--- config.mk ---
export PLATFORM = sky130hd
export DESIGN_NAME = rvc_top
export DESIGN_NICKNAME = d
export VERILOG_FILES = /design/src/rvc_pkg.sv /design/src/rvc_top.sv
export SDC_FILE = /design/constraint.sdc
export NUM_CORES = 1
export LEC_CHECK = 0
export ABC_AREA = 0
export BUFFER_PORTS_ARGS = -buffer_cell sky130_fd_sc_hd__buf_2
export CAP_MARGIN = 0
export CORE_AREA = 2 2 181 130
export DETAILED_ROUTE_END_ITERATION = 10
export DIE_AREA = 0 0 183 132
export PLACE_DENSITY = 0.64
export SYNTH_ARGS = -nofsm -noshare
export SYNTH_HDL_FRONTEND = slang
export SYNTH_SLANG_ARGS = --single-unit
--- constraint.sdc ---
create_clock -name clk -period 1.48 [get_ports clk]
set_clock_uncertainty 0.05 [all_clocks]
set_input_delay 0.296 -clock clk [delete_from_list [all_inputs] [get_ports clk]]
set_output_delay 0.296 -clock clk [all_outputs]
set_load 0.02 [all_outputs]
--- src/rvc_pkg.sv ---
// Constants, types and register map of the regulator mode and fault controller
// Overview of operation
// - Each code step lowers target 12.5 mV; codes 0x78 and above give 0 V.
// - After startup the all-zero code regulates to 1.5 V, range top.
// - Deep-stop low, extra-efficiency low, deeper-sleep high: diode emulation, no window boost.
// - Deep-stop low, extra-efficiency high: enhanced diode emulation, window widened one third.
// - Every other mode input combination runs forced continuous conduction.
// - Mode inputs lasting under seven switching periods never enable diode emulation.
// - Deeper-sleep low selects the fast slew path.
// - Deeper-sleep high selects the slow slew path.
// - Slew rate tapers as the output nears the commanded code value.
// - Overcurrent qualifies 120 us, way-overcurrent under 2 us, over/undervoltage 1 ms.
// - Any qualified fault tri-states both gates and latches power good low.
// - Those fault latches clear only by regulator-on toggle or supply cycling.
// - Above 1.7 V low-side on until below 0.85 V, then off; reset-only clear.
// - Droop above twice the threshold trips the short way-overcurrent qualification.
// - Thermistor below threshold asserts thermal throttle and sets its interrupt status event, nothing else.
package rvc_pkg;
	typedef enum logic [1:0] {
		RVC_CCM,
		RVC_DEM,
		RVC_ENHANCED_DIODE_EMULATION
	} rvc_mode_t;

	typedef enum logic [1:0] {
		RVC_WOV_IDLE,
		RVC_WOV_DISCHARGE,
		RVC_WOV_OFF
	} rvc_wov_t;

	localparam int CLK_PERIOD_NS = 50;
	localparam int OC_QUAL_NS = 120000;
	localparam int WOC_QUAL_NS = 2000;
	localparam int VOLT_QUAL_NS = 1000000;
	localparam int OC_QUAL_CYC = (OC_QUAL_NS + CLK_PERIOD_NS - 1) / CLK_PERIOD_NS;
	// Two cycles short so the gates are already off strictly before 2 us
	localparam int WOC_QUAL_CYC = WOC_QUAL_NS / CLK_PERIOD_NS - 2;
	localparam int VOLT_QUAL_CYC = (VOLT_QUAL_NS + CLK_PERIOD_NS - 1) / CLK_PERIOD_NS;
	localparam int FILTER_PERIODS = 7;
	localparam int QUAL_W = 16;
	localparam int FILT_W = 4;

	localparam logic [6:0] CODE_ZERO_START = 7'h78;
	localparam logic [6:0] CODE_TOP_STEPS = 7'h78;
	localparam logic [20:0] STEP_UV = 21'h030D4;
	localparam logic [20:0] TOP_UV = 21'h16E360;

	localparam int NUM_FAULTS = 4;
	localparam int F_OC = 0;
	localparam int F_WOC = 1;
	localparam int F_OV = 2;
	localparam int F_UV = 3;

	localparam int NUM_EVENTS = 7;
	localparam int EV_WOV = 4;
	localparam int EV_THERM = 5;
	localparam int EV_MODE = 6;

	localparam logic [3:0] ADDR_STATUS = 4'h0;
	localparam logic [3:0] ADDR_MASK = 4'h4;
	localparam logic [3:0] ADDR_STATE = 4'h8;
	localparam logic [6:0] MASK_RESET = 7'h00;
	localparam logic [1:0] RESP_OKAY = 2'h0;
	localparam logic [1:0] RESP_SLVERR = 2'h2;
endpackage

--- src/rvc_top.sv ---
// Regulator mode selection, voltage code decode, fault protection and register slave
`timescale 1ns/1ns
module rvc_top #(
	parameter int VOLT_QUAL = rvc_pkg::VOLT_QUAL_CYC
) (
	input wire logic clk,
	input wire logic rst_b,
	input wire logic [3:0] s_axi_awaddr,
	input wire logic s_axi_awvalid,
	output logic s_axi_awready,
	input wire logic [31:0] s_axi_wdata,
	input wire logic [3:0] s_axi_wstrb,
	input wire logic s_axi_wvalid,
	output logic s_axi_wready,
	output logic [1:0] s_axi_bresp,
	output logic s_axi_bvalid,
	input wire logic s_axi_bready,
	input wire logic [3:0] s_axi_araddr,
	input wire logic s_axi_arvalid,
	output logic s_axi_arready,
	output logic [31:0] s_axi_rdata,
	output logic [1:0] s_axi_rresp,
	output logic s_axi_rvalid,
	input wire logic s_axi_rready,
	input wire logic [6:0] voltage_code,
	input wire logic deep_stop_n,
	input wire logic extra_efficiency_sel,
	input wire logic deeper_sleep_req,
	input wire logic switch_period_tick,
	input wire logic regulator_on,
	input wire logic pwm_high_req,
	input wire logic ls_current_reversed,
	input wire logic near_target,
	input wire logic oc_cmp,
	input wire logic woc_cmp,
	input wire logic ov_cmp,
	input wire logic uv_cmp,
	input wire logic wov_above_cmp,
	input wire logic wov_below_cmp,
	input wire logic thermistor_low,
	output logic [20:0] target_uv,
	output logic diode_emulation,
	output logic enhanced_diode_emulation,
	output logic forced_continuous_conduction,
	output logic window_boost,
	output logic fast_slew,
	output logic slew_taper,
	output logic hs_gate_out,
	output logic hs_gate_oe,
	output logic ls_gate_out,
	output logic ls_gate_oe,
	output logic power_good_out,
	output logic thermal_throttle_n,
	output logic irq
);
	import rvc_pkg::*;

	////////////////////////////////////////////////////////////////////////////
	// Voltage code decode
	wire code_is_zero_volt = voltage_code >= CODE_ZERO_START;
	wire [6:0] code_steps = code_is_zero_volt ? 7'h00 : CODE_TOP_STEPS - voltage_code;
	wire [20:0] target_next = 21'(code_steps) * STEP_UV;
	logic [20:0] target_uv_reg;
	logic [6:0] steps_reg;

	always_ff @(posedge clk or negedge rst_b) begin
		if (!rst_b) begin
			target_uv_reg <= 21'h000000;
			steps_reg <= 7'h00;
		end else begin
			target_uv_reg <= target_next;
			steps_reg <= code_steps;
		end
	end
	assign target_uv = target_uv_reg;

	////////////////////////////////////////////////////////////////////////////
	// Mode decode and glitch filter counted in switching periods
	rvc_mode_t raw_mode;
	rvc_mode_t mode_reg;
	rvc_mode_t pend_reg;
	logic [FILT_W-1:0] filt_cnt_reg;
	logic [FILT_W-1:0] filt_cnt_next;

	assign raw_mode = deep_stop_n ? RVC_CCM :
		extra_efficiency_sel ? RVC_ENHANCED_DIODE_EMULATION :
		deeper_sleep_req ? RVC_DEM : RVC_CCM;

	wire filt_done = switch_period_tick && (filt_cnt_reg == FILT_W'(FILTER_PERIODS - 1));
	wire mode_commit = (raw_mode == pend_reg) && (pend_reg != mode_reg) && filt_done;
	// Any change of the decoded mode restarts the count, so short glitches never commit
	assign filt_cnt_next = (raw_mode != pend_reg) ? '0 :
		(switch_period_tick && filt_cnt_reg != FILT_W'(FILTER_PERIODS - 1)) ?
		filt_cnt_reg + 1'b1 : filt_cnt_reg;

	always_ff @(posedge clk or negedge rst_b) begin
		if (!rst_b) begin
			mode_reg <= RVC_CCM;
			pend_reg <= RVC_CCM;
			filt_cnt_reg <= '0;
		end else begin
			pend_reg <= raw_mode;
			filt_cnt_reg <= filt_cnt_next;
			if (mode_commit) begin
				mode_reg <= pend_reg;
			end
		end
	end

	assign diode_emulation = mode_reg == RVC_DEM;
	assign enhanced_diode_emulation = mode_reg == RVC_ENHANCED_DIODE_EMULATION;
	assign forced_continuous_conduction = mode_reg == RVC_CCM;
	assign window_boost = mode_reg == RVC_ENHANCED_DIODE_EMULATION;

	////////////////////////////////////////////////////////////////////////////
	// Slew path selection
	logic fast_slew_reg;
	logic slew_taper_reg;
	always_ff @(posedge clk or negedge rst_b) begin
		if (!rst_b) begin
			fast_slew_reg <= 1'b0;
			slew_taper_reg <= 1'b0;
		end else begin
			fast_slew_reg <= !deeper_sleep_req;
			slew_taper_reg <= near_target;
		end
	end
	assign fast_slew = fast_slew_reg;
	assign slew_taper = slew_taper_reg;

	////////////////////////////////////////////////////////////////////////////
	// Fault qualification and latches
	logic on_prev_reg;
	wire on_toggle = regulator_on != on_prev_reg;
	wire [NUM_FAULTS-1:0] fault_cond = {uv_cmp, ov_cmp, woc_cmp, oc_cmp};
	localparam logic [QUAL_W-1:0] FAULT_LIM [NUM_FAULTS] = '{QUAL_W'(OC_QUAL_CYC),
		QUAL_W'(WOC_QUAL_CYC), QUAL_W'(VOLT_QUAL), QUAL_W'(VOLT_QUAL)};
	logic [QUAL_W-1:0] fcnt_reg [NUM_FAULTS];
	logic [NUM_FAULTS-1:0] fault_lat_reg;
	logic [NUM_FAULTS-1:0] fault_set;
	logic [NUM_FAULTS-1:0] fault_lat_next;

	always_ff @(posedge clk or negedge rst_b) begin
		if (!rst_b) begin
			on_prev_reg <= 1'b0;
			fault_lat_reg <= '0;
		end else begin
			on_prev_reg <= regulator_on;
			fault_lat_reg <= fault_lat_next;
		end
	end

	genvar gi;
	generate
		for (gi = 0; gi < NUM_FAULTS; gi++) begin : g_fault
			assign fault_set[gi] = fault_cond[gi] && (fcnt_reg[gi] == FAULT_LIM[gi] - 1'b1);
			// A fault qualifying in the toggle cycle still latches
			assign fault_lat_next[gi] = fault_set[gi] ||
				(fault_lat_reg[gi] && !on_toggle);
			always_ff @(posedge clk or negedge rst_b) begin
				if (!rst_b) begin
					fcnt_reg[gi] <= '0;
				end else begin
					// Count only while the condition persists, saturating one below the limit
					if (!fault_cond[gi]) begin
						fcnt_reg[gi] <= '0;
					end else if (fcnt_reg[gi] != FAULT_LIM[gi] - 1'b1) begin
						fcnt_reg[gi] <= fcnt_reg[gi] + 1'b1;
					end
				end
			end
		end
	endgenerate

	////////////////////////////////////////////////////////////////////////////
	// Way-overvoltage crowbar, always active
	rvc_wov_t wov_reg;
	rvc_wov_t wov_next;
	logic wov_lat_reg;

	always_comb begin
		wov_next = wov_reg;
		unique case (wov_reg)
			RVC_WOV_IDLE: begin
				if (wov_above_cmp) begin
					wov_next = RVC_WOV_DISCHARGE;
				end
			end
			RVC_WOV_DISCHARGE: begin
				if (wov_below_cmp) begin
					wov_next = RVC_WOV_OFF;
				end
			end
			RVC_WOV_OFF: begin
				// Re-arms so a leaking high-side switch is caught again
				if (wov_above_cmp) begin
					wov_next = RVC_WOV_DISCHARGE;
				end
			end
			default: begin
				wov_next = RVC_WOV_IDLE;
			end
		endcase
	end

	always_ff @(posedge clk or negedge rst_b) begin
		if (!rst_b) begin
			wov_reg <= RVC_WOV_IDLE;
			wov_lat_reg <= 1'b0;
		end else begin
			wov_reg <= wov_next;
			if (wov_above_cmp) begin
				wov_lat_reg <= 1'b1;
			end
		end
	end

	wire wov_dis = wov_reg == RVC_WOV_DISCHARGE;
	wire any_fault = (|fault_lat_reg) || wov_lat_reg;

	////////////////////////////////////////////////////////////////////////////
	// Gate drive, power good and thermal throttle
	wire run = regulator_on && !any_fault;
	wire dem_any = mode_reg != RVC_CCM;
	logic hs_out_reg;
	logic hs_oe_reg;
	logic ls_out_reg;
	logic ls_oe_reg;
	logic pg_reg;
	logic tt_n_reg;

	always_ff @(posedge clk or negedge rst_b) begin
		if (!rst_b) begin
			hs_out_reg <= 1'b0;
			hs_oe_reg <= 1'b0;
			ls_out_reg <= 1'b0;
			ls_oe_reg <= 1'b0;
			pg_reg <= 1'b0;
			tt_n_reg <= 1'b1;
		end else begin
			hs_out_reg <= run && !wov_dis && pwm_high_req;
			hs_oe_reg <= run || wov_dis;
			ls_out_reg <= wov_dis ||
				(run && !pwm_high_req && !(dem_any && ls_current_reversed));
			ls_oe_reg <= run || wov_dis;
			pg_reg <= run;
			tt_n_reg <= !thermistor_low;
		end
	end
	assign hs_gate_out = hs_out_reg;
	assign hs_gate_oe = hs_oe_reg;
	assign ls_gate_out = ls_out_reg;
	assign ls_gate_oe = ls_oe_reg;
	assign power_good_out = pg_reg;
	assign thermal_throttle_n = tt_n_reg;

	////////////////////////////////////////////////////////////////////////////
	// Interrupt status and mask
	logic [NUM_EVENTS-1:0] status_reg;
	logic [NUM_EVENTS-1:0] mask_reg;
	logic therm_prev_reg;
	wire [NUM_EVENTS-1:0] ev_pulse = {mode_commit, thermistor_low && !therm_prev_reg,
		wov_above_cmp && !wov_lat_reg, fault_set & ~fault_lat_reg};

	////////////////////////////////////////////////////////////////////////////
	// Register slave
	logic aw_got_reg;
	logic w_got_reg;
	logic [3:0] awaddr_reg;
	logic [31:0] wdata_reg;
	logic [3:0] wstrb_reg;
	logic bvalid_reg;
	logic [1:0] bresp_reg;
	logic rvalid_reg;
	logic [31:0] rdata_reg;
	logic [1:0] rresp_reg;

	wire do_write = aw_got_reg && w_got_reg && !bvalid_reg;
	wire wr_status = do_write && awaddr_reg == ADDR_STATUS && wstrb_reg[0];
	wire wr_mask = do_write && awaddr_reg == ADDR_MASK && wstrb_reg[0];
	wire wr_ok = awaddr_reg == ADDR_STATUS || awaddr_reg == ADDR_MASK;
	wire [NUM_EVENTS-1:0] w1c = wr_status ? wdata_reg[NUM_EVENTS-1:0] : '0;
	wire rd_take = s_axi_arvalid && !rvalid_reg;
	wire [31:0] state_word = {17'h00000, steps_reg, pg_reg, mode_reg, wov_lat_reg, fault_lat_reg};
	wire rd_ok = s_axi_araddr == ADDR_STATUS || s_axi_araddr == ADDR_MASK
		|| s_axi_araddr == ADDR_STATE;
	wire [31:0] rd_word = s_axi_araddr == ADDR_STATUS ? 32'(status_reg) :
		s_axi_araddr == ADDR_MASK ? 32'(mask_reg) :
		s_axi_araddr == ADDR_STATE ? state_word : 32'h00000000;

	assign s_axi_awready = !aw_got_reg;
	assign s_axi_wready = !w_got_reg;
	assign s_axi_bvalid = bvalid_reg;
	assign s_axi_bresp = bresp_reg;
	assign s_axi_arready = !rvalid_reg;
	assign s_axi_rvalid = rvalid_reg;
	assign s_axi_rdata = rdata_reg;
	assign s_axi_rresp = rresp_reg;
	assign irq = |(status_reg & mask_reg);

	always_ff @(posedge clk or negedge rst_b) begin
		if (!rst_b) begin
			aw_got_reg <= 1'b0;
			w_got_reg <= 1'b0;
			awaddr_reg <= 4'h0;
			wdata_reg <= 32'h00000000;
			wstrb_reg <= 4'h0;
			bvalid_reg <= 1'b0;
			bresp_reg <= RESP_OKAY;
		end else begin
			if (s_axi_awvalid && !aw_got_reg) begin
				aw_got_reg <= 1'b1;
				awaddr_reg <= s_axi_awaddr;
			end
			if (s_axi_wvalid && !w_got_reg) begin
				w_got_reg <= 1'b1;
				wdata_reg <= s_axi_wdata;
				wstrb_reg <= s_axi_wstrb;
			end
			if (do_write) begin
				bvalid_reg <= 1'b1;
				bresp_reg <= wr_ok ? RESP_OKAY : RESP_SLVERR;
			end else if (bvalid_reg && s_axi_bready) begin
				bvalid_reg <= 1'b0;
				aw_got_reg <= 1'b0;
				w_got_reg <= 1'b0;
			end
		end
	end

	always_ff @(posedge clk or negedge rst_b) begin
		if (!rst_b) begin
			rvalid_reg <= 1'b0;
			rdata_reg <= 32'h00000000;
			rresp_reg <= RESP_OKAY;
		end else if (rd_take) begin
			rvalid_reg <= 1'b1;
			rdata_reg <= rd_word;
			rresp_reg <= rd_ok ? RESP_OKAY : RESP_SLVERR;
		end else if (rvalid_reg && s_axi_rready) begin
			rvalid_reg <= 1'b0;
		end
	end

	always_ff @(posedge clk or negedge rst_b) begin
		if (!rst_b) begin
			status_reg <= '0;
			mask_reg <= MASK_RESET;
			therm_prev_reg <= 1'b0;
		end else begin
			// New events win over a same-cycle clear
			status_reg <= (status_reg & ~w1c) | ev_pulse;
			therm_prev_reg <= thermistor_low;
			if (wr_mask) begin
				mask_reg <= wdata_reg[NUM_EVENTS-1:0];
			end
		end
	end
endmodule

After elaboration in Yosys (flattened, before gate mapping)
Cells that the tools add are included.
{"block": "op_classes", "add_sub_neg": 6, "n_mul": 1, "n_lt_le_gt_ge": 1, "n_eq_ne": 27, "muxes": 33, "bitwise": 6, "reduce_logical": 66}
{"operator": "$mux 16", "count": 8}
{"operator": "$add 16x1->16 const B", "count": 4}
{"operator": "$mux 15", "count": 3}
{"operator": "$eq 16x15->1 const B", "count": 2}
{"operator": "$ne 16x15->1 const B", "count": 2}
{"operator": "$logic_and 1x1->1", "count": 31}
{"operator": "$mul 7x12->19 const B", "count": 1}
{"operator": "$eq 16x12->1 const B", "count": 1}
{"operator": "$eq 16x6->1 const B", "count": 1}
{"operator": "$ne 16x12->1 const B", "count": 1}
{"operator": "$ne 16x6->1 const B", "count": 1}
{"operator": "$and 7x7->7", "count": 2}
{"operator": "$mux 7", "count": 2}
{"operator": "$logic_not 1->1", "count": 13}
{"operator": "$eq 4x3->1 const B", "count": 3}
{"operator": "$mux 2", "count": 6}
{"operator": "$mux 1", "count": 11}
{"operator": "$logic_or 1x1->1", "count": 10}
{"operator": "$ne 2x1->1 const B", "count": 5}
{"operator": "$logic_not 4->1", "count": 2}
{"operator": "$mux 4", "count": 2}
{"operator": "$reduce_bool 2->1", "count": 4}
{"operator": "$ge 7x7->1 const B", "count": 1}
{"operator": "$not 7->7", "count": 1}
{"operator": "19 further kinds", "count": 23}
{"block": "word_totals", "register_bits": 180, "output_inout_bits": 75, "word_cells": 173}

Depth between registers and ports, before layout
Gate-level depths: netlist of the first run.
{"block": "logic_depth", "word_depth": 8, "ltp_mapped": 17, "depth_no_buf": 17}

Least setup slack after synthesis of the first run
OpenSTA, ideal clock, no wires.
{"block": "synth_path", "kind": "in2reg", "from": "input voltage_code[0]", "to": "register target_uv_reg[15] (netlist: target_uv[15])", "setup_time_ns": 0.128, "arrival_time_ns": 3.831, "required_time_ns": 1.302, "setup_slack_ns": -2.528, "stages": 15, "path_cell_list": "inv_1 -> ha_1 -> nor2_1 -> nor2_1 -> nor2_1 -> ha_1 -> fa_1 -> fa_1 -> ha_1 -> ha_1 -> a21o_1 -> a221oi_2 -> o21ba_1 -> o21bai_1 -> xor2_1"}
{"block": "synth_between", "elab_chain_len": 3, "word_cells_on_any_way": 4, "cone_classes": "add/sub (1); mul (1); order compare (1); mux (1)"}
{"item": "start, declared", "line_no": "rvc_top.sv:25", "rtl": "input wire logic [6:0] voltage_code,"}
{"item": "$sub 7x7->7 / $ge 7x7->1 (equally long branches)", "line_no": "rvc_top.sv:61, rvc_top.sv:60"}
{"item": "$mux 7 (*)", "line_no": "rvc_top.sv:61", "rtl": "wire [6:0] code_steps = code_is_zero_volt ? 7'h00 : CODE_TOP_STEPS - voltage_code;"}
{"item": "via code_steps[3]", "line_no": "rvc_top.sv:61"}
{"item": "$mul 7x12->19 (*)", "line_no": "rvc_top.sv:62", "rtl": "wire [20:0] target_next = 21'(code_steps) * STEP_UV;"}
{"item": "via target_next[15]", "line_no": "rvc_top.sv:62"}
{"item": "end signal, assigned", "line_no": "rvc_top.sv:71", "rtl": "target_uv_reg <= target_next;"}
{"item": "end, declared", "line_no": "rvc_top.sv:63", "rtl": "logic [20:0] target_uv_reg;"}
The timed path passes the listed nets; every way through them passes the cells marked *.
A chain may end at the register's enable or synchronous reset.

Worst setup path in the final report of the first run
{"block": "layout_path", "from": "input voltage_code[1]", "to": "register target_uv_reg[15] (netlist: target_uv[15])"}
Same word-level chain as after synthesis.

==> results, run 1 <==
- The flow ran to the end, but the final reports show violations.
- The checks that failed: setup timing.
- The worst register-to-register path has a depth of 5.
- After synthesis, the largest area contributor takes up 46.12% of total cell area.
- The proportion of power drawn by flip-flops and latches is 32.5%.
- The wire length per cell is 15.53 µm.
- The placed wire-length estimate after detailed placement is 15550 µm.
- Routability-driven placement finished with a final weighted congestion of 0.8676.
- The post-CTS clock slew at the launch and capture registers of the worst setup and hold paths is 0.06 ns.
- The number of buffers created by CTS is 17.
- Input and output buffers added on the ports amount to 98.
- The worst setup path is launched from an input pin.
- For this run, asynchronously set or reset flops after synthesis account for 100.0%.
- The first detailed-routing pass took 4 iterations.
- In the routed layout, each cell is associated on average with a via count of 4.827.
- The post-route netlist has 47.06% of its cells at a drive strength greater than 1.
- The total leakage power is 6.214 nW.
- The number of flops mapped to enable cells by yosys is 0.
- The initial antenna violation count is 0.
- In the post-synthesis netlist, the biggest area contributors are sky130_fd_sc_hd__dfrtp_1 46%, sky130_fd_sc_hd__ha_1 8.6%, sky130_fd_sc_hd__xnor2_1 4.1%, sky130_fd_sc_hd__nand2_1 3.2%, sky130_fd_sc_hd__xor2_1 3.0%.
- The maximum fanout encountered on the critical timing path is 5.
- TritonCTS built the clock tree.
- Setup repair after global routing could not meet its margin everywhere.
- The width of the die is 183 µm.
- The cell area that synthesis handed to floorplanning was 0.008573 mm².
- After global routing the overflow that remains totals 0.
- The detailed router placed 6888 vias in this run.
- For the worst setup path, the data required time is 1.74 ns.
- The residual DRC count is 0.
- In this run the power density over the cells is 1285 mW/mm².
- The share of the yosys chip area belonging to registers is 46.42%.
- For this run, the top clock speed supported by timing is 289.2 MHz.
- The pin count of the biggest net entering global routing is 39.
- The final layout contains routed wiring with a total length of 22160 µm.
- The class of the worst hold path is in -> reg.
- The net count reported at finish is 1265.
- The number of global-route vias before repair was 6950.
- The share of the cycle needed by the critical path after routing is 233.6%.
- Max-cap violations in this run came to 0.
- The number of different library cells used by synthesis comes to 70.
- The switching power share of the total is 33.35%.
- Along the worst hold path, the cell count comes to 3.
- STA puts the critical path data arrival time at 3.72 ns.
- Combinational logic burns 40.8% of the power.
- The synthesized instance count is 806.
- The max-slew violation count is 0.
- Measured along the y axis, the die boundary spans 132 µm.
- The critical path class is in -> reg.
- The number of flip-flops under the largest register name is 64.
- Dividing the synthesized area by the synthesized cell count gives 10.64 µm².
- The antenna cell count is 0.
- The part of the total power dissipated in the clock network is 26.8%.
- After floorplanning, the core was sized to cover 0.02233 mm².
- The overall die area is 0.02416 mm².
- The power dissipated by switching net loads is 5.553 mW.
- At the later pin of the worst-skew pair, clock insertion delay measures 0.43 ns.
- The clock passes through at most 2 buffers.
- The post-route setup TNS is -27.23 ns.
- The first global-routing pass estimated 36230 µm of wire.
- The starting density of the core is 38.39%.
- The shortest period the worst path allows is 3.457 ns.
- The maximum level of the CTS H-tree is 4.
- Setup violations remaining at the end of the flow were counted as 49.
- Yosys printed 0 warnings.
- The remaining antenna violation count is 0.
- The area growth from synthesis to layout is 51.17%.
- The root buffer cell is sky130_fd_sc_hd__clkbuf_16.
- The number of endpoints with negative hold slack in the final report is 0.
- The cell type with the highest aggregate area in the netlist is sky130_fd_sc_hd__dfrtp_1.
- The count of placed standard cells in the final layout, fillers left out is 1427.
- The peak supply drop is 0.001442 V.
- The dominant register cell in the synthesized netlist is sky130_fd_sc_hd__dfrtp_1.
- Cell internal power was estimated by the tool at 11.10 mW.
- After detailed placement, the design holds a cell count of 1349.
- The top-level I/O count is 148.
- The number of synthesized register bits is 159.
- The number of standard-cell rows in the floorplan is 46.
- The setup slack after layout is -1.977 ns.
- The kind of capture point of the worst setup path is a flip-flop.
- The commonest non-fill, non-tap cell in the layout is sky130_fd_sc_hd__buf_4.
- For this run, the total global-route usage over all layers was measured as 18.77%.
- For flop-to-flop paths, the worst setup slack is -0.16 ns.
- Clock tree synthesis found a total of 159 sinks.
- The number of DRC markers in iteration 0 is 280.
- The library cells used most frequently in the layout, excluding fill and tap cells, are 183 x sky130_fd_sc_hd__buf_4, 150 x sky130_fd_sc_hd__dfrtp_1, 83 x sky130_fd_sc_hd__buf_2.
[cell usage after synthesis (5+ instances only)]
cell type / number
sky130_fd_sc_hd__dfrtp_1: 158
sky130_fd_sc_hd__nand2_1: 72
sky130_fd_sc_hd__ha_1: 59
sky130_fd_sc_hd__inv_1: 44
sky130_fd_sc_hd__o21ai_0: 44
sky130_fd_sc_hd__nor2_1: 43
sky130_fd_sc_hd__xnor2_1: 40
sky130_fd_sc_hd__and2_1: 37
sky130_fd_sc_hd__xor2_1: 29
sky130_fd_sc_hd__buf_4: 25
sky130_fd_sc_hd__nand3_1: 25
sky130_fd_sc_hd__a21oi_1: 17
sky130_fd_sc_hd__a22o_1: 16
sky130_fd_sc_hd__nand4_1: 15
sky130_fd_sc_hd__nor2b_1: 11
sky130_fd_sc_hd__mux2i_1: 10
sky130_fd_sc_hd__clkbuf_1: 9
sky130_fd_sc_hd__a21boi_1: 8
sky130_fd_sc_hd__and3_1: 8
sky130_fd_sc_hd__o21ai_1: 8
sky130_fd_sc_hd__or3_1: 8
sky130_fd_sc_hd__fa_1: 7
sky130_fd_sc_hd__a21o_1: 6
sky130_fd_sc_hd__nor3_1: 6
sky130_fd_sc_hd__a31oi_1: 5
sky130_fd_sc_hd__buf_2: 5
sky130_fd_sc_hd__mux2_2: 5
sky130_fd_sc_hd__nor3_2: 5
[worst paths after layout]
| path | from | end |
|---|---|---|
| max reg2reg | fcnt_reg[49]$_DFFE_PN0P_ | fcnt_reg[53]$_DFFE_PN0P_ |
| min reg2reg | therm_prev_reg$_DFF_PN0_ | status_reg[5]$_DFF_PN0_ |
| max | voltage_code[1] | target_uv[15]$_DFF_PN0_ |
| min in group asynchronous | rst_b | fcnt_reg[42]$_DFFE_PN0P_ |
| min | s_axi_wdata[1] | wdata_reg[1]$_DFFE_PN0P_ |
| max in group asynchronous | rst_b | s_axi_rdata[6]$_DFFE_PN0P_ |
[power groups by stage]
stage	Clock, mW	Combinational [mW]	Sequential [mW]
finish	4.46	6.79	5.40
global route	4.79	7.42	5.48
CTS	4.57	6.26	5.36
detailed placement	0	5.74	5.40
global placement	0	5.69	5.40
floorplan	0	3.23	5.74
[logic make-up (layout without fill, tap and decap cells)]
group	Yosys count	in the layout	synth area share [%]
and+or+nand+nor	278	278	19.26
DFF	159	159	46.42
AOI/OAI and AO/OA	134	134	10.30
buffers and inverters	84	397	4.845
xor gates and xnor gates	69	69	7.049
adders and majority gates	66	66	10.25
muxes	15	15	1.824
other	1	21	0.04374
[worst max-delay path, cell delays in order]
cell and delay, ns:
sky130_fd_sc_hd__buf_12 0.11, sky130_fd_sc_hd__inv_16 0.05, sky130_fd_sc_hd__ha_4 0.19, sky130_fd_sc_hd__nor2_4 0.06
sky130_fd_sc_hd__nor2_4 0.24, sky130_fd_sc_hd__nor2_4 0.08, sky130_fd_sc_hd__ha_4 0.25, sky130_fd_sc_hd__fa_1 0.51
sky130_fd_sc_hd__fa_1 0.47, sky130_fd_sc_hd__ha_4 0.30, sky130_fd_sc_hd__ha_4 0.20, sky130_fd_sc_hd__a21o_1 0.16
sky130_fd_sc_hd__a221oi_2 0.23, sky130_fd_sc_hd__buf_4 0.19, sky130_fd_sc_hd__o21ba_4 0.16, sky130_fd_sc_hd__o21bai_1 0.08
sky130_fd_sc_hd__xor2_1 0.14
[per-stage QoR]
| stage | total power [mW] | hold slack [ns] | util (%) | instance area, µm² | worst slack, ns |
|---|---|---|---|---|---|
| after global placement | 11.09 | 0.2021 | 49.81 | 11120 | -2.464 |
| after detailed placement | 11.13 | 0.2003 | 49.81 | 11120 | -2.490 |
| after floorplan | 8.969 | -0.04959 | - | 9141 | -2.136 |
| final | 16.65 | 0.01709 | 58.03 | 12960 | -1.977 |
| after CTS | 16.20 | 0.001749 | 55.51 | 12400 | -1.927 |
| after global routing | 17.69 | 0.01218 | 58.03 | 12960 | -2.082 |
[per-layer routing]
layer | global-route usage (%) | routed length [µm]
met3 | 4.061 | 800
met5 | 0 | 0
met2 | 27.25 | 9923
met4 | 4.889 | 271
met1 | 28.25 | 11160
[layout make-up]
cell class                      instances  area [µm²]
Multi-Input combinational cell        583        5346
Timing Repair Buffer                  320        2464
Clock buffer                           24       491.7
Fill cell                            1863        9371
Sequential cell                       159        3990
Inverter                               45       203.9
Clock inverter                          8       103.9
Tap cell                              288       360.3
[repair_timing]
item                       CTS  global route
buffers inserted            21            21
cloned                       1             0
hold endpoints to repair    37             0
hold buffers                 9             0
gates resized for setup    115            97
pin swaps                   48            78
setup endpoints to repair   77            96
Power figures use the tool's default switching activity.
==> run 2: changes to the inputs <==
--- a/config.mk
+++ b/config.mk
@@ -11,7 +11,8 @@
 export CORE_AREA = 2 2 181 130
 export DETAILED_ROUTE_END_ITERATION = 10
 export DIE_AREA = 0 0 183 132
-export PLACE_DENSITY = 0.64
+export PLACE_DENSITY = 0.56
+export RECOVER_POWER = 25
 export SYNTH_ARGS = -nofsm -noshare
 export SYNTH_HDL_FRONTEND = slang
 export SYNTH_SLANG_ARGS = --single-unit
==> results, run 2 (synthesis gave the netlist of run 1 again) <==
- The startpoint identified for the worst register-to-register timing path is fcnt_reg[49]$_DFFE_PN0P_.
- Once detailed placement completed, the half-perimeter wirelength came to 15430 µm.
- The max-slew violation count is 0.
- After clock tree synthesis, the clock-pin slew on the worst setup and hold paths is 0.07 ns.
- The commonest non-fill, non-tap cell in the layout is sky130_fd_sc_hd__buf_4.
- The area used by multi-input combinational logic is 0.005460 mm².
- The H-tree was split into 4 levels.
- The first global-routing pass estimated 35620 µm of wire.
- The post-route setup TNS is -26.75 ns.
- Counting along the longest clock path gives a buffer depth of 2.
- Data arrives at the worst endpoint at 3.75 ns.
- Summing all flip-flop and latch instances after layout gives 0.003989 mm².
- After global routing the overflow that remains totals 0.
- The pin count of the biggest net entering global routing is 42.
- In this run the horizontal extent of the chip is 183 µm.
- TritonCTS built the clock tree.
- The number of endpoints with negative hold slack in the final report is 0.
- Static timing analysis puts the maximum clock frequency at 287.0 MHz.
- Counting cells, the worst reg-to-reg path comes to 5.
- Summed over all nets, wire length on met2 after detailed routing comes to 9843 µm.
- The number of global-route vias before repair was 6893.
- The critical path class is in -> reg.
- The cell that appears most often on the critical path is sky130_fd_sc_hd__ha_4.
- The detailed-route wire length is 22290 µm.
- The die covers 0.02416 mm².
- Of the cells placed in the final design, the portion with a size suffix greater than 1 is 47.21%.
- The residual DRC count is 0.
- The shortest period the worst path allows is 3.484 ns.
- The routed length on met3 is 1025 µm.
- The post-placement cell count is 1343.
- The dominant delay contributor by cell family on the critical path is adder cells.
- Setup repair after global routing could not meet its margin everywhere.
- Summing over every cut layer, the via total after detailed routing is 6949.
- The top-level I/O count is 148.
- Signal routing reaches up to met4.
- The class of the worst hold path is in -> reg.
- The buffers plus inverters on the worst setup path is 3.
- In this run the remaining antenna-violating nets after routing total 0.
- Once the floorplan was initialized, standard cells occupied 38.39% of the core.
- The worst setup path is launched from an input pin.
- The root buffer cell is sky130_fd_sc_hd__clkbuf_16.
- The tightest hold margin is 0.02071 ns.
- The worst hold path begins at s_axi_wdata[0].
- Counting every sink on the clock net gives 159.
- Power spread over the standard cell area amounts to 1316 mW/mm².
- Buffers inserted during clock tree synthesis total 17.
- The register with the most flip-flops in the layout has 64 of them.
- The detailed router finished its first iteration with 352 violations.
- The kind of capture point of the worst setup path is a flip-flop.
- Fill cells in the final layout number 1821.
- The floorplan has 46 rows.
- The setup slack after layout is -2.004 ns.
- For the pin with the worst max-slew slack, the measured transition is 0.8909 ns.
- STA puts the critical path data required time at 1.74 ns.
- The top cell types in the final layout, fill and taps aside, are 185 x sky130_fd_sc_hd__buf_4, 151 x sky130_fd_sc_hd__dfrtp_1, 78 x sky130_fd_sc_hd__buf_2.
- Setup violations remaining at the end of the flow were counted as 36.
- The worst pin sits at a relative slew slack of 40.61%.
- Buffers placed on the I/O ports in this run total 98.
- The largest incremental delay on the critical path is 0.60 ns.
- For hold timing, the worst endpoint is wdata_reg[0]$_DFFE_PN0P_.
- The routability congestion estimate is 0.8009.
- The area growth from synthesis to final layout is 53.94%.
- For this design, the slowest cell found on the critical path is sky130_fd_sc_hd__fa_2.
- Excluding fillers, the count of instances in the completed layout stands at 1437.
- For the worst-skew pair, the clock arrives at the later sink with an insertion delay of 0.43 ns.
- The mean number of vias per cell is 4.836.
- Across all register-to-register paths, the minimum setup slack is -0.13 ns.
- The maximum fanout encountered on the critical timing path is 5.
- The total leakage power is 6.231 nW.
- The capture point of the worst reg-to-reg path is fcnt_reg[53]$_DFFE_PN0P_.
- The critical path goes through buf_12, inv_16, ha_4, nor2_4, nor2_4, nor2_4, ha_4, fa_1, fa_2, ha_4, ha_4, a21o_1, a221oi_2, buf_4, o21ba_4, o21bai_1, xor2_1.
- The core box area is 0.02233 mm².
- The overall global routing resource usage is 18.63%.
- The run finished, with violations left.
- After detailed routing, the wire length on met1 is 11080 µm.
- In this run the vertical extent of the chip is 132 µm.
- In the finished design, the share of the clock period the worst path needs comes to 235.4%.
- The tool flagged a number of max-cap violations equal to 0.
- The final reports fail on setup timing.
- Along the worst hold path, the cell count comes to 3.
- In the final routed layout, each cell accounts on average for 15.51 µm.
- The final layout contains 1274 nets.
- The peak supply drop is 0.001277 V.
- The initial antenna violation count came to 1.
- The iteration count of the initial detailed-routing pass is 6.
run 2: cell types whose count changed in the layout (fill, tap and decap cells not counted), sizes merged:
cell         previous run  this run
buf                   311       312
dlygate4sd3             9        11
inv                    44        47
bufinv                  2         5
clkbuf                 24        23
clkinv                  5         6
diode                   0         1
run 2: metal layers:
metal / vias to the layer above / GRT usage, %
li1: 3439 / -
met1: 3365 / 27.23
met2: 122 / 27.38
met3: 23 / 4.586
met4: 0 / 5.244
met5: - / 0
run 2: report_power, final:
group | switching (mW) | internal (mW)
clock network | 1.93 | 3.02
logic | 3.48 | 3.57
registers | 0.347 | 5.02
total | 5.76 | 11.6
run 2: layout make-up:
class,instances,share of cell area (%)
antenna,1,0.01896
clock buffer,17,3.223
clock inverter,15,1.763
inverter,45,1.564
multi-input combinational,583,41.37
sequential,159,30.22
tap,288,2.730
timing repair buffer,329,19.10
run 2: worst max-delay path by stage:
stage	from	slack, ns	cells after the start	to
2_1_floorplan	voltage_code[2]	-2.14	15	target_uv[15]$_DFF_PN0_
3_3_place_gp	voltage_code[1]	-2.45	17	target_uv[19]$_DFF_PN0_
3_5_place_dp	voltage_code[1]	-2.52	17	target_uv[19]$_DFF_PN0_
4_1_cts	voltage_code[1]	-1.95	17	target_uv[15]$_DFF_PN0_
5_1_grt	voltage_code[1]	-2.12	17	target_uv[15]$_DFF_PN0_
6_report	voltage_code[1]	-2.00	17	target_uv[15]$_DFF_PN0_
run 2: metrics by stage:
stage          util, %  cell area, µm²  worst slack (ns)  power (mW)
2_1_floorplan        -            9141            -2.136       8.969
3_3_place_gp     49.55           11070            -2.451       11.12
3_5_place_dp     49.55           11070            -2.524       11.15
4_1_cts          56.58           12640            -1.947       17.09
5_1_grt          59.10           13200            -2.115       18.36
6_report         59.10           13200            -2.004       17.36
run 2: worst register-to-register path: cells and delay by family (launching register included):
family | cells | cell delay (ns)
AND/OR/NAND/NOR | 3 | 0.77
AO/OA/AOI/OAI | 1 | 0.13
flip-flops | 1 | 0.39
adder cells (fa/ha/maj) | 1 | 0.20
run 2: repair_timing:
item	4_1_cts	5_1_grt
resized for setup	123	100
endpoints found under the setup margin	70	97
endpoints found under the hold margin	39	0
pin swaps	63	85
buffers inserted	31	23
hold buffers	11	0
==> run 3: changes to the inputs <==
--- a/config.mk
+++ b/config.mk
@@ -13,6 +13,8 @@
 export DIE_AREA = 0 0 183 132
 export PLACE_DENSITY = 0.56
 export RECOVER_POWER = 25
+export SKIP_LAST_GASP = 1
 export SYNTH_ARGS = -nofsm -noshare
 export SYNTH_HDL_FRONTEND = slang
 export SYNTH_SLANG_ARGS = --single-unit
+export TNS_END_PERCENT = 30
==> results, run 3 (synthesis gave the netlist of run 1 again) <==
- The first detailed-routing pass took 5 iterations.
- The overall overflow remaining after global route is 0.
- The antenna cell count is 0.
- The library cell used most frequently in the layout, excluding fill and tap cells, is sky130_fd_sc_hd__buf_4.
- After layout, the worst setup slack is -2.033 ns.
- The max-slew violation count is 0.
- The internal portion of the total power is 11.23 mW.
- The shortest period the worst path allows is 3.513 ns.
- The arrival time at the worst endpoint is 3.78 ns.
- In this run the core area contains 46 standard-cell rows.
- The top-level I/O count is 148.
- The number of clock buffers added by TritonCTS is 17.
- The flow ran to the end, but the final reports show violations.
- The core region is 0.02233 mm².
- The floorplan step defined a die boundary enclosing 0.02416 mm².
- The wire length per cell is 15.32 µm.
- For this design the static power due to leakage is 6.167 nW.
- Entering global routing, the biggest net connects 48 pins.
- The detailed-route wire length is 22070 µm.
- The count of maximum capacitance violations is 0.
- The initial antenna violation count is 0.
- The source-to-sink clock delay at the later pin of the worst-skew pair is 0.43 ns.
- The proportion of layout cells with a drive suffix above 1 is 42.76%.
- Data on the critical path is required at its endpoint by 1.75 ns.
- The launching element type of the critical path is an input pin.
- The number of buffers inserted by port buffering is 98.
- The net count of the finished layout is 1279.
- Timing would allow up to 284.6 MHz.
- Combinational cells account for 41.2% of the total power.
- The routability congestion estimate is 0.8541.
- The H-tree generated during clock tree synthesis spans 4 levels.
- Counting every sink on the clock net gives 159.
- The remaining antenna violation count is 0.
- In this run the vertical extent of the chip is 132 µm.
- The worst-margin pin slew is 0.7461 ns.
- Compared with the post-synthesis result, the final layout area differs by 48.69%.
- After legalization and detailed placement, the total HPWL measured 15760 µm.
- After clock tree synthesis, the clock-pin slew on the worst setup and hold paths is 0.07 ns.
- The number of global-route vias before repair is 6860.
- The final reports fail on setup timing.
- No sink is reached through more buffers than the 2 on the longest clock path.
- The tightest hold margin is 0.01562 ns.
- In the layout the commonest cells are 200 x sky130_fd_sc_hd__buf_4, 156 x sky130_fd_sc_hd__dfrtp_1, 85 x sky130_fd_sc_hd__buf_2.
- TritonCTS built the clock tree.
- The final core utilization is 57.08%.
- The proportion of power drawn by flip-flops and latches is 31.7%.
- Global routing used 18.81% of the available tracks.
- The root buffer cell is sky130_fd_sc_hd__clkbuf_16.
- The switching power share of the total is 33.77%.
- The worst pin sits at a relative slew slack of 50.26%.
- The power dissipated by switching net loads is 5.725 mW.
- Of the available clock period, the critical path in the final layout requires 237.4%.
- The detailed router finished its first iteration with 322 violations.
- The register with the most flip-flops in the layout has 64 of them.
- For the final routed database, the setup TNS stands at -28.93 ns.
- At the placement stage, the worst setup path has a slack of -2.512 ns.
- The number of endpoints with negative hold slack in the final report is 0.
- The wire length of the first global-routing pass is 35960 µm.
- The initial utilization of the core area, before any placement, comes to 38.39%.
- STA classifies the critical path endpoint as a flip-flop.
- Using the TritonRoute via totals, the vias-per-cell ratio works out to 4.823.
- Setup violations remaining at the end of the flow were counted as 66.
- The width of the die is 183 µm.
- The power density normalized to cell area is 1330 mW/mm².
- After detailed routing, the number of remaining DRC violations is 0.
- IR analysis of the VDD net gives a maximum drop of 0.001242 V.
- The maximum fanout encountered on the critical timing path is 4.
- The via total after detailed routing is 6950.
- The flop-to-flop setup slack is -0.11 ns.
- The part of the total power dissipated in the clock network is 27.1%.
- The class of the worst hold path is in -> reg.
- Setup repair after global routing could not meet its margin everywhere.
- The critical path is of the in -> reg type.
-- run 3: timing repair --
action	in CTS	in global routing
hold endpoints to repair	46	0
setup buffers	28	11
resized for setup	82	52
gates cloned	0	1
setup endpoints to repair	80	102
pin swaps	48	54
hold buffers	11	0
-- run 3: path summary, 6_finish.rpt --
kind                                             to  cells past startpoint                startpoint
setup / recovery            target_uv[18]$_DFF_PN0_                     19           voltage_code[2]
hold / removal             wdata_reg[2]$_DFFE_PN0P_                      3            s_axi_wdata[2]
setup reg to reg           fcnt_reg[63]$_DFFE_PN0P_                      6  fcnt_reg[53]$_DFFE_PN0P_
hold reg to reg             status_reg[5]$_DFF_PN0_                      1  therm_prev_reg$_DFF_PN0_
max in group asynchronous   status_reg[4]$_DFF_PN0_                      3                     rst_b
min in group asynchronous  fcnt_reg[42]$_DFFE_PN0P_                      2                     rst_b
-- run 3: area by class of cell --
cell class | count | area (µm²)
clock buffer | 19 | 442.9
clock inverter | 13 | 160.2
fill | 1906 | 9584
inverter | 45 | 201.4
multi-input combinational | 583 | 5106
sequential | 159 | 3983
tap | 288 | 360.3
timing repair buffer | 334 | 2494
-- run 3: power groups by stage --
| stage | sequential (mW) | combinational, mW | clock (mW) |
|---|---|---|---|
| global placement | 5.39 | 5.74 | 0 |
| detailed placement | 5.39 | 5.76 | 0 |
| floorplan | 5.73 | 3.22 | 0 |
| CTS | 5.33 | 6.72 | 4.72 |
| global route | 5.45 | 7.55 | 4.91 |
| finish | 5.37 | 6.98 | 4.60 |
-- run 3: through the flow --
stage               cells  total power [mW]  instance area, µm²
floorplan             826             8.950                9037
detailed placement   1361             11.15               11110
finish               1441             16.95               12750
global placement     1361             11.13               11110
global route         1441             17.91               12750
CTS                  1429             16.77               12450
-- run 3: critical path, cell delays in order --
cell                         delay (ns)
sky130_fd_sc_hd__buf_8             0.08
sky130_fd_sc_hd__clkinvlp_4        0.11
sky130_fd_sc_hd__buf_4             0.16
sky130_fd_sc_hd__a21boi_2          0.12
sky130_fd_sc_hd__xor2_1            0.23
sky130_fd_sc_hd__nor2_2            0.11
sky130_fd_sc_hd__ha_4              0.18
sky130_fd_sc_hd__fa_1              0.54
sky130_fd_sc_hd__fa_2              0.48
sky130_fd_sc_hd__ha_4              0.29
sky130_fd_sc_hd__ha_4              0.20
sky130_fd_sc_hd__buf_4             0.14
sky130_fd_sc_hd__nand2_4           0.06
sky130_fd_sc_hd__nor2_4            0.04
sky130_fd_sc_hd__buf_4             0.13
sky130_fd_sc_hd__nor3_4            0.23
sky130_fd_sc_hd__buf_4             0.16
sky130_fd_sc_hd__o211ai_2          0.09
sky130_fd_sc_hd__xnor2_1           0.13
-- run 3: per-layer routing --
metal  GRT usage, %  up-vias  part of all wire, %
met4          4.800        0                  1.1
met5              0        -                    0
li1               -     3443                    -
met3          3.978       19                  3.8
met1          29.14     3356                   53
met2          26.43      132                   42
